[config.mk]
export PLATFORM = sky130hd
export DESIGN_NAME = prim_protect_irq
export DESIGN_NICKNAME = d
export VERILOG_FILES = /design/src/inc/prim_pkg.sv /design/src/rtl/prim_protect_irq.sv /design/src/rtl/prim_release_seq.sv
export VERILOG_INCLUDE_DIRS = /design/src /design/src/inc
export SDC_FILE = /design/constraint.sdc
export NUM_CORES = 1
export LEC_CHECK = 0
export ABC_AREA = 0
export BUFFER_PORTS_ARGS = -buffer_cell sky130_fd_sc_hd__buf_2
export CORE_MARGIN = 5
export CORE_UTILIZATION = 59
export DETAILED_ROUTE_END_ITERATION = 16
export PLACE_DENSITY = 0.84
export SLEW_MARGIN = 20
export SYNTH_ARGS = -nofsm -noshare
export SYNTH_HDL_FRONTEND = slang
export SYNTH_SLANG_ARGS = --single-unit
[constraint.sdc]
create_clock -name ref_clk -period 2.32 [get_ports ref_clk]
set_input_delay 0.464 -clock ref_clk [delete_from_list [all_inputs] [get_ports ref_clk]]
set_output_delay 0.464 -clock ref_clk [all_outputs]
set_load 0.005 [all_outputs]
[src/inc/prim_params.svh]
// Register offsets, field positions and reset values of the release/mask block.
`ifndef PRIM_PARAMS_SVH
`define PRIM_PARAMS_SVH
// Register offsets on the control port.
`define PRIM_ADDR_REL      8'h11
`define PRIM_ADDR_AUD_MASK 8'h12
`define PRIM_ADDR_MON_MASK 8'h13
`define PRIM_ADDR_LED_MASK 8'h14
`define PRIM_ADDR_AUD_STAT 8'h15
`define PRIM_ADDR_MON_STAT 8'h16
`define PRIM_ADDR_LED_STAT 8'h17
// Field positions in the release register.
`define PRIM_REL_SHORT_BIT 2
`define PRIM_REL_OTEMP_BIT 0
// Field positions in the audio mask and status registers.
`define PRIM_AUD_OTEMP_BIT 0
`define PRIM_AUD_SHORT_BIT 2
// Reset values.
`define PRIM_REL_RST       8'h00
`define PRIM_AUD_RST       8'h1F
`define PRIM_MON_RST       8'hE1
`define PRIM_LED_RST       8'hFF
`define PRIM_STAT_RST      8'h00
`define PRIM_RDATA_RST     8'h00
// Implemented (non-reserved) bits of each register.
`define PRIM_REL_DEF       8'h05
`define PRIM_AUD_DEF       8'h1F
`define PRIM_MON_DEF       8'hE1
`define PRIM_LED_DEF       8'hFF
`endif

[src/inc/prim_pkg.sv]
// Types shared by the release/mask block.
package prim_pkg;
  // Raw fault and event levels from the detectors.
  typedef struct packed {
    logic       serial_clk_err;
    logic       mclk_err;
    logic       amp_output_short_flag;
    logic       overtemp_warning;
    logic       overtemp_error;
    logic       spk_voltage_ovfl;
    logic       spk_current_ovfl;
    logic       battery_mon_ovfl;
    logic       powerdown_done_flag;
    logic [7:0] led_boost_fault;
  } prim_fault_t;
  // Control-port request.
  typedef struct packed {
    logic [7:0] addr;
    logic       wr;
    logic       rd;
    logic [7:0] wdata;
  } prim_req_t;
endpackage : prim_pkg

[src/rtl/prim_protect_irq.sv]
// Protection release control, interrupt masks, sticky status and interrupt.
`timescale 1ns/1ps
`include "prim_params.svh"
module prim_protect_irq #(
  parameter int DATA_W = 8
) (
  // Clock, reset and enable.
  input  wire logic                ref_clk,
  input  wire logic                rst,
  input  wire logic                ce,
  // Control-port register access.
  input  wire prim_pkg::prim_req_t req,
  output logic [DATA_W-1:0]        reg_rdata,
  output logic                     reg_rvalid,
  // Fault levels from the detectors.
  input  wire prim_pkg::prim_fault_t faults,
  // Protection and interrupt outputs.
  output logic                     speaker_safe,
  output logic                     amp_off,
  output logic                     irq
);
  import prim_pkg::*;

  // The register layouts are byte wide; other widths cannot be served.
  if (DATA_W != 8) begin : g_bad_width
    $error("prim_protect_irq supports DATA_W = 8 only");
  end

  // Software-visible registers.
  logic [7:0] rel_q, rel_d;         // Protection release control.
  logic [7:0] aud_mask_q, aud_mask_d; // Audio source masks.
  logic [7:0] mon_mask_q, mon_mask_d; // Monitor source masks.
  logic [7:0] led_mask_q, led_mask_d; // LED and boost source masks.
  logic [7:0] aud_st_q, aud_st_d;   // Sticky audio status.
  logic [7:0] mon_st_q, mon_st_d;   // Sticky monitor status.
  logic [7:0] led_st_q, led_st_d;   // Sticky LED and boost status.
  logic [7:0] rdata_q, rdata_d;     // Read data register.
  logic       rvalid_q;             // Read answer strobe.
  // Output flops.
  logic       safe_q, amp_off_q, irq_q;
  // Release sequencer results.
  logic       short_prot, short_armed, short_evt;
  logic       otemp_prot, otemp_armed, otemp_evt;
  // Decode and combine wires.
  logic       wr_rel, wr_aud, wr_mon, wr_led;
  logic       rd_aud_st, rd_mon_st, rd_led_st;
  logic [7:0] aud_set, mon_set, led_set;
  logic       pending;

  // Keep only the implemented bits of a written value.
  function automatic logic [7:0] keep_bits(input logic [7:0] v,
                                           input logic [7:0] m);
    keep_bits = v & m;
  endfunction : keep_bits

  // Sticky update: set bits win over a read clear in the same cycle.
  function automatic logic [7:0] sticky(input logic [7:0] q,
                                        input logic       clr,
                                        input logic [7:0] set);
    sticky = (clr ? 8'h00 : q) | set;
  endfunction : sticky

  // Write and read decode.
  assign wr_rel    = req.wr & (req.addr == `PRIM_ADDR_REL);
  assign wr_aud    = req.wr & (req.addr == `PRIM_ADDR_AUD_MASK);
  assign wr_mon    = req.wr & (req.addr == `PRIM_ADDR_MON_MASK);
  assign wr_led    = req.wr & (req.addr == `PRIM_ADDR_LED_MASK);
  assign rd_aud_st = req.rd & (req.addr == `PRIM_ADDR_AUD_STAT);
  assign rd_mon_st = req.rd & (req.addr == `PRIM_ADDR_MON_STAT);
  assign rd_led_st = req.rd & (req.addr == `PRIM_ADDR_LED_STAT);

  // Next register values; reserved bits never store a one.
  assign rel_d = wr_rel ? keep_bits(req.wdata, `PRIM_REL_DEF) : rel_q;
  assign aud_mask_d = wr_aud ? keep_bits(req.wdata, `PRIM_AUD_DEF)
                             : aud_mask_q;
  assign mon_mask_d = wr_mon ? keep_bits(req.wdata, `PRIM_MON_DEF)
                             : mon_mask_q;
  assign led_mask_d = wr_led ? keep_bits(req.wdata, `PRIM_LED_DEF)
                             : led_mask_q;

  // Sources for each sticky status register.
  assign aud_set = {3'b000, faults.serial_clk_err, faults.mclk_err,
                    short_evt, faults.overtemp_warning, otemp_evt};
  assign mon_set = {faults.spk_voltage_ovfl, faults.spk_current_ovfl,
                    faults.battery_mon_ovfl, 4'h0,
                    faults.powerdown_done_flag};
  assign led_set = faults.led_boost_fault;

  // Status bits stay set until software reads them, not until cause ends.
  assign aud_st_d = sticky(aud_st_q, rd_aud_st, aud_set);
  assign mon_st_d = sticky(mon_st_q, rd_mon_st, mon_set);
  assign led_st_d = sticky(led_st_q, rd_led_st, led_set);

  // A mask bit of one blocks its source, zero passes it.
  assign pending = |(aud_st_q & ~aud_mask_q) |
                   |(mon_st_q & ~mon_mask_q) |
                   |(led_st_q & ~led_mask_q);

  // Read multiplexer; unmapped offsets read as zero.
  always_comb begin
    unique case (req.addr)
      `PRIM_ADDR_REL:      rdata_d = rel_q;
      `PRIM_ADDR_AUD_MASK: rdata_d = aud_mask_q;
      `PRIM_ADDR_MON_MASK: rdata_d = mon_mask_q;
      `PRIM_ADDR_LED_MASK: rdata_d = led_mask_q;
      `PRIM_ADDR_AUD_STAT: rdata_d = aud_st_q;
      `PRIM_ADDR_MON_STAT: rdata_d = mon_st_q;
      `PRIM_ADDR_LED_STAT: rdata_d = led_st_q;
      default:             rdata_d = 8'h00;
    endcase
  end

  // Short latch: monitoring is paused while its release runs.
  prim_release_seq #(
    .SUSPEND_MON (1'b1)
  ) u_short_seq (
    .ref_clk   (ref_clk),
    .rst       (rst),
    .ce        (ce),
    .rel_bit   (rel_q[`PRIM_REL_SHORT_BIT]),
    .cond      (faults.amp_output_short_flag),
    .protect_q (short_prot),
    .armed_q   (short_armed),
    .event_q   (short_evt)
  );

  // Overtemperature latch: the error is watched throughout.
  prim_release_seq #(
    .SUSPEND_MON (1'b0)
  ) u_otemp_seq (
    .ref_clk   (ref_clk),
    .rst       (rst),
    .ce        (ce),
    .rel_bit   (rel_q[`PRIM_REL_OTEMP_BIT]),
    .cond      (faults.overtemp_error),
    .protect_q (otemp_prot),
    .armed_q   (otemp_armed),
    .event_q   (otemp_evt)
  );

  // Register file; masks come up all masked, release comes up zero.
  always_ff @(posedge ref_clk) begin
    if (rst) begin
      rel_q      <= `PRIM_REL_RST;
      aud_mask_q <= `PRIM_AUD_RST;
      mon_mask_q <= `PRIM_MON_RST;
      led_mask_q <= `PRIM_LED_RST;
    end else if (ce) begin
      rel_q      <= rel_d;
      aud_mask_q <= aud_mask_d;
      mon_mask_q <= mon_mask_d;
      led_mask_q <= led_mask_d;
    end
  end

  // Sticky status registers; all bits clear to zero at reset.
  always_ff @(posedge ref_clk) begin
    if (rst) begin
      aud_st_q <= `PRIM_STAT_RST;
      mon_st_q <= `PRIM_STAT_RST;
      led_st_q <= `PRIM_STAT_RST;
    end else if (ce) begin
      aud_st_q <= aud_st_d;
      mon_st_q <= mon_st_d;
      led_st_q <= led_st_d;
    end
  end

  // Read answer one cycle after the request.
  always_ff @(posedge ref_clk) begin
    if (rst) begin
      rdata_q  <= `PRIM_RDATA_RST;
      rvalid_q <= 1'b0;
    end else if (ce) begin
      rdata_q  <= req.rd ? rdata_d : rdata_q;
      rvalid_q <= req.rd;
    end
  end

  // Safe mode is held while either cause is latched; the amplifier is
  // also kept off through a short release so the detector stays quiet.
  always_ff @(posedge ref_clk) begin
    if (rst) begin
      safe_q    <= 1'b0;
      amp_off_q <= 1'b0;
      irq_q     <= 1'b0;
    end else if (ce) begin
      safe_q    <= short_prot | otemp_prot;
      amp_off_q <= short_prot | otemp_prot | short_armed;
      irq_q     <= pending;
    end
  end

  assign reg_rdata    = rdata_q;
  assign reg_rvalid   = rvalid_q;
  assign speaker_safe = safe_q;
  assign amp_off      = amp_off_q;
  assign irq          = irq_q;
endmodule : prim_protect_irq

[src/rtl/prim_release_seq.sv]
// One protection latch with its low-high-low release sequence.
`timescale 1ns/1ps
module prim_release_seq #(
  parameter bit SUSPEND_MON = 1'b0
) (
  // Clock, reset and enable.
  input  wire logic ref_clk,
  input  wire logic rst,
  input  wire logic ce,
  // Release bit and the protected condition.
  input  wire logic rel_bit,
  input  wire logic cond,
  // Latch state and status-set event.
  output logic      protect_q,
  output logic      armed_q,
  output logic      event_q
);
  logic rel_q;      // Previous release bit value.
  logic recur_q;    // Condition seen during the sequence.
  logic rise, fall, watched, seen, do_clear;

  // Edges of the release bit; only a rise then a fall counts.
  assign rise     = rel_bit & ~rel_q;
  assign fall     = ~rel_bit & rel_q & armed_q;
  // Short monitoring sleeps while the sequence runs, except at its end.
  assign watched  = ~SUSPEND_MON | ~armed_q | fall;
  assign seen     = cond & watched;
  // The clear is decided on the falling edge, from the condition there and recur_q.
  assign do_clear = fall & ~cond & ~recur_q;

  // Sequence tracking and latch update; a fresh condition beats a clear.
  always_ff @(posedge ref_clk) begin
    if (rst) begin
      rel_q     <= 1'b0;
      armed_q   <= 1'b0;
      recur_q   <= 1'b0;
      protect_q <= 1'b0;
      event_q   <= 1'b0;
    end else if (ce) begin
      rel_q     <= rel_bit;
      armed_q   <= rise | (armed_q & ~fall);
      recur_q   <= armed_q & ~fall & (recur_q | seen);
      protect_q <= seen | (protect_q & ~do_clear);
      event_q   <= seen;
    end
  end
endmodule : prim_release_seq

==> results of run 1 <==
where the power goes:
part | switching (uW) | internal, uW | leakage, uW
sequential | 25.8 | 1030 | 0.000473
combinational | 107 | 87.8 | 0.000706
clock | 377 | 472 | 0.0000965
total | 509 | 1590 | 0.00128
final timing paths:
kind              slack [ns]                          endpoint  depth (start not counted)
setup / recovery        0.60        led_mask_q[4]$_SDFFE_PP1P_                          5
hold reg to reg         0.45  u_short_seq.recur_q$_SDFFE_PP0P_                          2
hold / removal          0.34        led_mask_q[6]$_SDFFE_PP1P_                          2
setup reg to reg        1.08         reg_rdata[2]$_SDFFE_PP0P_                          4
final cells by class:
class	instances	area, sq um	share of cell area [%]
multi-input combinational	204	1310	42.4
timing repair buffer	54	283	9.15
clock buffer	14	173	5.58
inverter	24	90.1	2.91
tap	52	65.1	2.10
sequential	58	1160	37.6
clock inverter	2	10.0	0.324
worst register-to-register path, stage by stage (launching register included):
cell and delay, ns:
dfxtp_1 0.39, mux2_2 0.29, a32oi_1 0.20, o22a_1 0.17
o21ai_0 0.07
per-layer routing:
| metal | GRT usage (%) | share of wire (%) |
|---|---|---|
| met4 | 14.9 | 4.1 |
| met1 | 30.8 | 45 |
| met2 | 35.4 | 44 |
| met3 | 5.85 | 6.5 |
| met5 | 0 | 0 |
synth_stat cells (all sizes together), types with 5 or more instances:
cell / number
a211o: 17
a21oi: 11
a22oi: 24
buf: 7
clkbuf: 11
dfxtp: 58
inv: 24
mux2: 5
mux2i: 8
nand2: 17
nand2b: 10
nand4: 5
nor2: 43
nor2b: 13
o21ai: 13
cell families after synthesis:
group / Yosys count
flops: 58
simple gates: 101
compound gates: 90
mux: 13
buf+inv: 42
through the flow:
stage | utilization, % | setup slack (ns) | instances | hold WS [ns]
3_3_place_gp | 66.8 | 0.330 | 392 | 0.432
2_1_floorplan | - | 0.581 | 304 | 0.423
3_5_place_dp | 66.8 | 0.263 | 392 | 0.443
6_report | 71.0 | 0.602 | 408 | 0.343
4_1_cts | 71.0 | 0.623 | 408 | 0.330
5_1_grt | 71.0 | 0.457 | 408 | 0.337
sequential cells by signal, summed over array words and instances, names as in the netlist:
name,count
led_mask_q,8
led_st_q,8
reg_rdata,8
aud_mask_q,5
aud_st_q,5
mon_mask_q,4
mon_st_q,4
rel_q,2
amp_off,1
irq,1
reg_rvalid,1
speaker_safe,1
u_otemp_seq.armed_q,1
u_otemp_seq.event_q,1
u_otemp_seq.protect_q,1
u_otemp_seq.recur_q,1
u_otemp_seq.rel_q,1
u_short_seq.armed_q,1
u_short_seq.event_q,1
u_short_seq.protect_q,1
u_short_seq.recur_q,1
u_short_seq.rel_q,1
==> results.md, run 1 <==
- The die covers 5950 sq um.
- Sorting the synthesized cells by area gives the leading types as dfxtp_1 44%, a22oi_1 6.8%, nor2_1 6.1%.
- The total clock buffers created by CTS is 9.
- Data arrives at the worst endpoint at 1.95 ns.
- The worst register-to-register path begins at rel_q[2]$_SDFFE_PP0P_.
- The maximum clock skew at final layout is 0.00764 ns.
- The number of unique standard cell types used by synthesis is 46.
- The post-layout minimum cycle time is 1.72 ns.
- Total power for the finished layout comes to 2090 uW.
- The transition time at the pin with the least slew margin is 0.542 ns.
- The largest buffer count on any clock path is 2.
- The clock tree root driver cell is clkbuf_8.
- The largest net degree at the start of global routing is 29.
- Setup repair after global routing left no endpoint under its margin.
- The core box area is 4350 sq um.
- Counting every sink on the clock net gives 58.
- Global routing used 23.9% of the available tracks across all layers.
- The tightest min-delay check is of the input port to flip-flop type.
- The mux contribution to synthesized area is 5.13%.
- For this run the aggregate overflow at the end of global routing stands at 0.
- For this run, the post-layout net count is 389.
- The number of max-slew violations in the final report came to 0.
- The required time of the critical path is 2.55 ns.
- From left edge to right edge, the die measures 77.1 microns.
- In this design, the largest share of critical-path delay is due to simple AND/OR/NAND/NOR gates.
- The gate count after technology mapping is 304.
- The run finished with clean final reports.
- The async set-reset flop share out of synthesis is 0%.
- Clock-pin slew was measured on the worst setup and hold paths at 0.06 ns.
- The placed wire-length estimate is 4880 microns.
- The number of hold-slack violations in the final timing report is 0.
- For this run, the number of Yosys warnings is 0.
- Derived from the worst setup path, the maximum achievable clock frequency is 582 MHz.
- The count of nets left with antenna violations once routing finished came out at 0.
- The number of detailed-routing iterations run before antenna repair is 5.
- The summed negative setup slack over all endpoints is 0 ns.
- The number of top-level design ports is 50.
- The post-route netlist has 23.3% of its cells at a drive strength greater than 1.
- The number of resized instances in the post-cts repair step is 0.
- The total placed instance area is 2910 sq um.
- The most used flip-flop cell after synthesis is dfxtp_1.
- The highest cell delay on the worst timing path is 0.55 ns.
- The part of the Yosys area used for sequential elements is 43.7%.
- The source of the critical timing path is req[11].
- The slowest stage of the critical path is the and4_1 cell.
- The number of global-route vias before repair came to 2326.
- Once the clock tree was built, the setup fixing pass inserted 0 buffers.
- The share of synthesized cell area in full adder, half adder and majority cells is 0%.
- The worst hold path begins at req[6].
- Compared with the post-synthesis result, the final layout area differs by 16.2%.
- Of the total synthesized cell area, the portion taken by AND, OR, NAND and NOR gates is 19.3%.
- Summing the areas of all compound-gate instances in the mapped netlist gives 24.8% of the synthesized area.
- Buffers inserted to repair hold after CTS numbered 0.
- The fraction of synthesized cell area taken by the top area cell type is 43.7%.
- The H-tree depth reported by CTS is 3.
- The number of vias after detailed routing is 2383.
- The combinational family with the most area after synthesis is compound AO/OA/AOI/OAI gates.
- The buffers plus inverters on the worst setup path is 1.
- Of the total synthesized cell area, the portion taken by XOR and XNOR cells is 0%.
- STA classifies the critical path endpoint as a flip-flop.
- Across the run, the number of max-cap violations was 0.
- The first global-routing pass estimated 11200 microns of wire.
- STA classifies the critical path startpoint as an input port.
- The total wire length after detailed routing is 6660 microns.
- The flop and latch count out of synthesis is 58.
- The via count normalized by instance count is 5.84.
- In the routed design, unresolved DRC markers number 0.
- The largest area contributor in the netlist is dfxtp_1.
- The initialized floorplan defines 24 standard-cell rows.
- Summing all non-filler instances in the final layout gives an area of 3090 sq um.
- The total of buffers placed on input and output ports is 49.
- The net count after synthesis is 342.
- For this block, the initial DRC count from the detailed router was 239.
- The final critical path takes up 74.0% of the cycle.
- The cell area after synthesis is 2660 sq um.
- The most common library cell in the layout ignoring fill and taps is dfxtp_1.
- The relative max-transition margin is 63.7%.
- Power spread over the standard cell area amounts to 678 nW/um^2.
- The leakage power of the design is 0.00128 uW.
- The mean instance size in the synthesized netlist is 8.75 sq um.
- The later pin in the worst-skew pair is clocked with a latency of 0.34 ns.
- The final setup violation count is 0.
- 0 antenna diodes ended up in the layout.
- The worst IR drop on VDD is 0.378 mV.
- The routability congestion estimate from global placement is 0.934.
- The worst setup path is of the input port to flip-flop kind.
- The clock tree from TritonCTS is yes.
- From bottom edge to top edge, the die measures 77.1 microns.
- The detail-routed net length per standard cell is 16.3 microns.
- Once the floorplan was initialized, standard cells occupied 61.1% of the core.
- Yosys mapped a number of flops with a built-in enable equal to 0.
- The number of antenna violations at the first check in global routing was 0.
- In the layout the commonest cells are 58 x dfxtp_1, 49 x buf_2, 43 x nor2_1.
- The layout filler cell count is 349.
- The highest net fanout along the worst path is 14.
- The critical path goes through buf_2, nor2_1, and4_1, nor2b_1, a211o_2.
Note: power is estimated with default switching activity, not from simulation.
==> run 2, diff against run 1 <==
CORE_UTILIZATION = 49   (was 59)
PLACE_DENSITY = 0.75   (was 0.84)
clock period = 1.4 ns   (was 2.32 ns; I/O delays follow)
==> run 2 against run 1 <==
  * Power up 68%
  * Sequential cell count unchanged
  * Worst hold slack worse by 0.18 ns
  * Clock skew down 0.0023 ns
  * Combinational power up 100%
  * Clock power up 65%
==> results.md, run 2 (synthesized netlist as in run 1, its figures left out) <==
- The tool flagged a number of max-cap violations equal to 0.
- Setup repair after global routing left no endpoint under its margin.
- The total of buffers placed on input and output ports is 49.
- Summing internal, switching and leakage power gives 3530 uW.
- The worst hold path startpoint is req[1].
- In this run the worst hold path is classified as input port to flip-flop.
- Across the VDD grid, the largest voltage drop is 0.643 mV.
- Global routing used 21.1% of the available tracks.
- Hold repair after CTS inserted 0 buffers.
- The path with the worst hold slack has its endpoint at led_mask_q[1]$_SDFFE_PP1P_.
- The relative max-transition margin is 73.1%.
- The core box area is 5200 sq um.
- In this run the critical register-to-register path is captured at reg_rdata[0]$_SDFFE_PP0P_.
- The number of antenna violations at the first check in global routing was 0.
- Pin placement for this block handled 50 I/O pins.
- The area enclosed by the die boundary is 7000 sq um.
- The endpoint class of the critical path is a flip-flop.
- The number of hold-slack violations in the final timing report was 0.
- The count of nets left with antenna violations once routing finished came out at 0.
- The number of global-route vias before repair came to 2359.
- The largest buffer count on any clock path is 2.
- The transition time at the pin with the least slew margin is 0.393 ns.
- The leakage power of the design is 0.00144 uW.
- The initial utilization of the core area, before any placement, comes to 51.1%.
- In this run the worst path has a maximum fanout of 8.
- Across all register-to-register paths, the minimum setup slack is 0.12 ns.
- The floorplan step set the die height to 83.7 microns.
- The required time of the critical path is 1.66 ns.
- The number of antenna cells inserted is 0.
- The worst path arrival time is 1.59 ns.
- For this design the ratio of total power to cell area is 1050 nW/um^2.
- The cell count of the worst hold path is 2.
- The number of max-slew violations in the final report came to 0.
- The H-tree depth reported by CTS is 3.
- The layout cell share with drive strength beyond 1 is 29.7%.
- Timing would allow up to 753 MHz.
- Leaving out fill and tap cells, the most frequent cells in the layout are 58 x dfxtp_1, 48 x buf_2, 43 x nor2_1.
- The critical path is of the input port to flip-flop type.
- Entering global routing, the biggest net connects 20 pins.
- The number of cell rows is 26.
- The summed negative setup slack over all endpoints is 0 ns.
- The post-layout minimum cycle time is 1.33 ns.
- At the end of routability-driven placement, the weighted congestion stood at 0.967.
- The kind of start point of the critical path is an input port.
- The part of the cycle the worst path needs is 94.9%.
- The final layout contains 420 nets.
- Dividing the detail-routed wire length by the instance count gives 15.7 microns.
- The maximum clock skew at final layout is 0.00539 ns.
- The total clock buffers created by CTS is 9.
- The number of sinks handled by clock tree synthesis is 58.
- For this run, design rule violations remaining after detail routing come to 0.
- Counting cells, the worst reg-to-reg path comes to 4.
- Detailed placement finished with a half-perimeter wire length of 5440 microns.
- The first global-routing pass estimated 11700 microns of wire.
- The clock latency on the worst-skew pair is 0.33 ns.
- From synthesis to final layout, the design area changed by 26.7%.
- After detailed routing, the number of vias per cell comes to 5.43.
- TritonCTS built the clock tree.
- The clock-pin transition on the worst setup and hold timing paths is 0.06 ns.
- After the first detailed-routing iteration, the DRC count stood at 183.
- Global routing finished with a remaining overflow of 0.
- The first TritonRoute pass finished after 4 iterations.
- In this run the critical register-to-register path is launched from rel_q[0]$_SDFFE_PP0P_.
- The total wire length after detailed routing is 7160 microns.
- The die span in x is 83.7 microns.
- The library cell used most frequently in the layout, excluding fill and tap cells, is dfxtp_1.
- For this block, the via count after detailed routing is 2480.
- The run finished with clean final reports.
- Setup violations remaining at the end of the flow were counted as 0.
- The clock tree root driver cell is clkbuf_8.
-- run 2: timing repair --
item | 4_1_cts | 5_1_grt
gates resized for setup | 0 | 6
setup buffers | 0 | 1
endpoints found under the setup margin | 0 | 1
-- run 2: worst max path at each step --
| stage | cells after the start | startpoint | end | slack (ns) |
|---|---|---|---|---|
| finish | 6 | req[17] | reg_rdata[7]$_SDFFE_PP0P_ | 0.07 |
| global route | 6 | req[17] | reg_rdata[5]$_SDFFE_PP0P_ | 0.006 |
| CTS | 6 | req[16] | reg_rdata[6]$_SDFFE_PP0P_ | 0.11 |
| detailed placement | 6 | req[16] | reg_rdata[1]$_SDFFE_PP0P_ | -0.25 |
| global placement | 6 | req[16] | reg_rdata[1]$_SDFFE_PP0P_ | -0.21 |
| floorplan | 6 | req[16] | led_mask_q[0]$_SDFFE_PP1P_ | -0.12 |
-- run 2: stage by stage --
stage	area (sq um)	cells	hold WS, ns	setup WS [ns]	util, %
finish	3370	457	0.167	0.0720	64.7
global route	3370	457	0.162	0.00587	64.7
CTS	3350	456	0.156	0.105	64.4
detailed placement	3170	440	0.435	-0.247	60.9
global placement	3170	440	0.434	-0.206	60.9
floorplan	2660	304	0.398	-0.124	-
-- run 2: metal layers --
metal / vias up / wire [microns] / track usage [%]
met1: 1138 / 3270 / 27.1
met4: 0 / 102 / 8.19
met2: 88 / 3300 / 33.2
li1: 1243 / - / -
met3: 11 / 490 / 6.22
met5: - / 0 / 0
-- run 2: cell type report --
class / instances / area (sq um)
Inverter: 24 / 90.1
Timing Repair Buffer: 85 / 534
Tap cell: 70 / 87.6
Sequential cell: 58 / 1160
Multi-Input combinational cell: 204 / 1310
Fill cell: 447 / 1840
Clock buffer: 14 / 173
Clock inverter: 2 / 10.0
-- run 2: power breakdown --
| part | total, uW | switching (uW) | internal (uW) |
|---|---|---|---|
| clock network | 1400 | 616 | 782 |
| registers | 1740 | 41.9 | 1700 |
| logic | 390 | 197 | 193 |
-- run 2: critical path, cell delays in order --
cell and delay [ns]:
buf_2 0.11, nor4b_4 0.27, buf_4 0.18, nand2_1 0.05
a2111o_1 0.52, o21ai_1 0.17
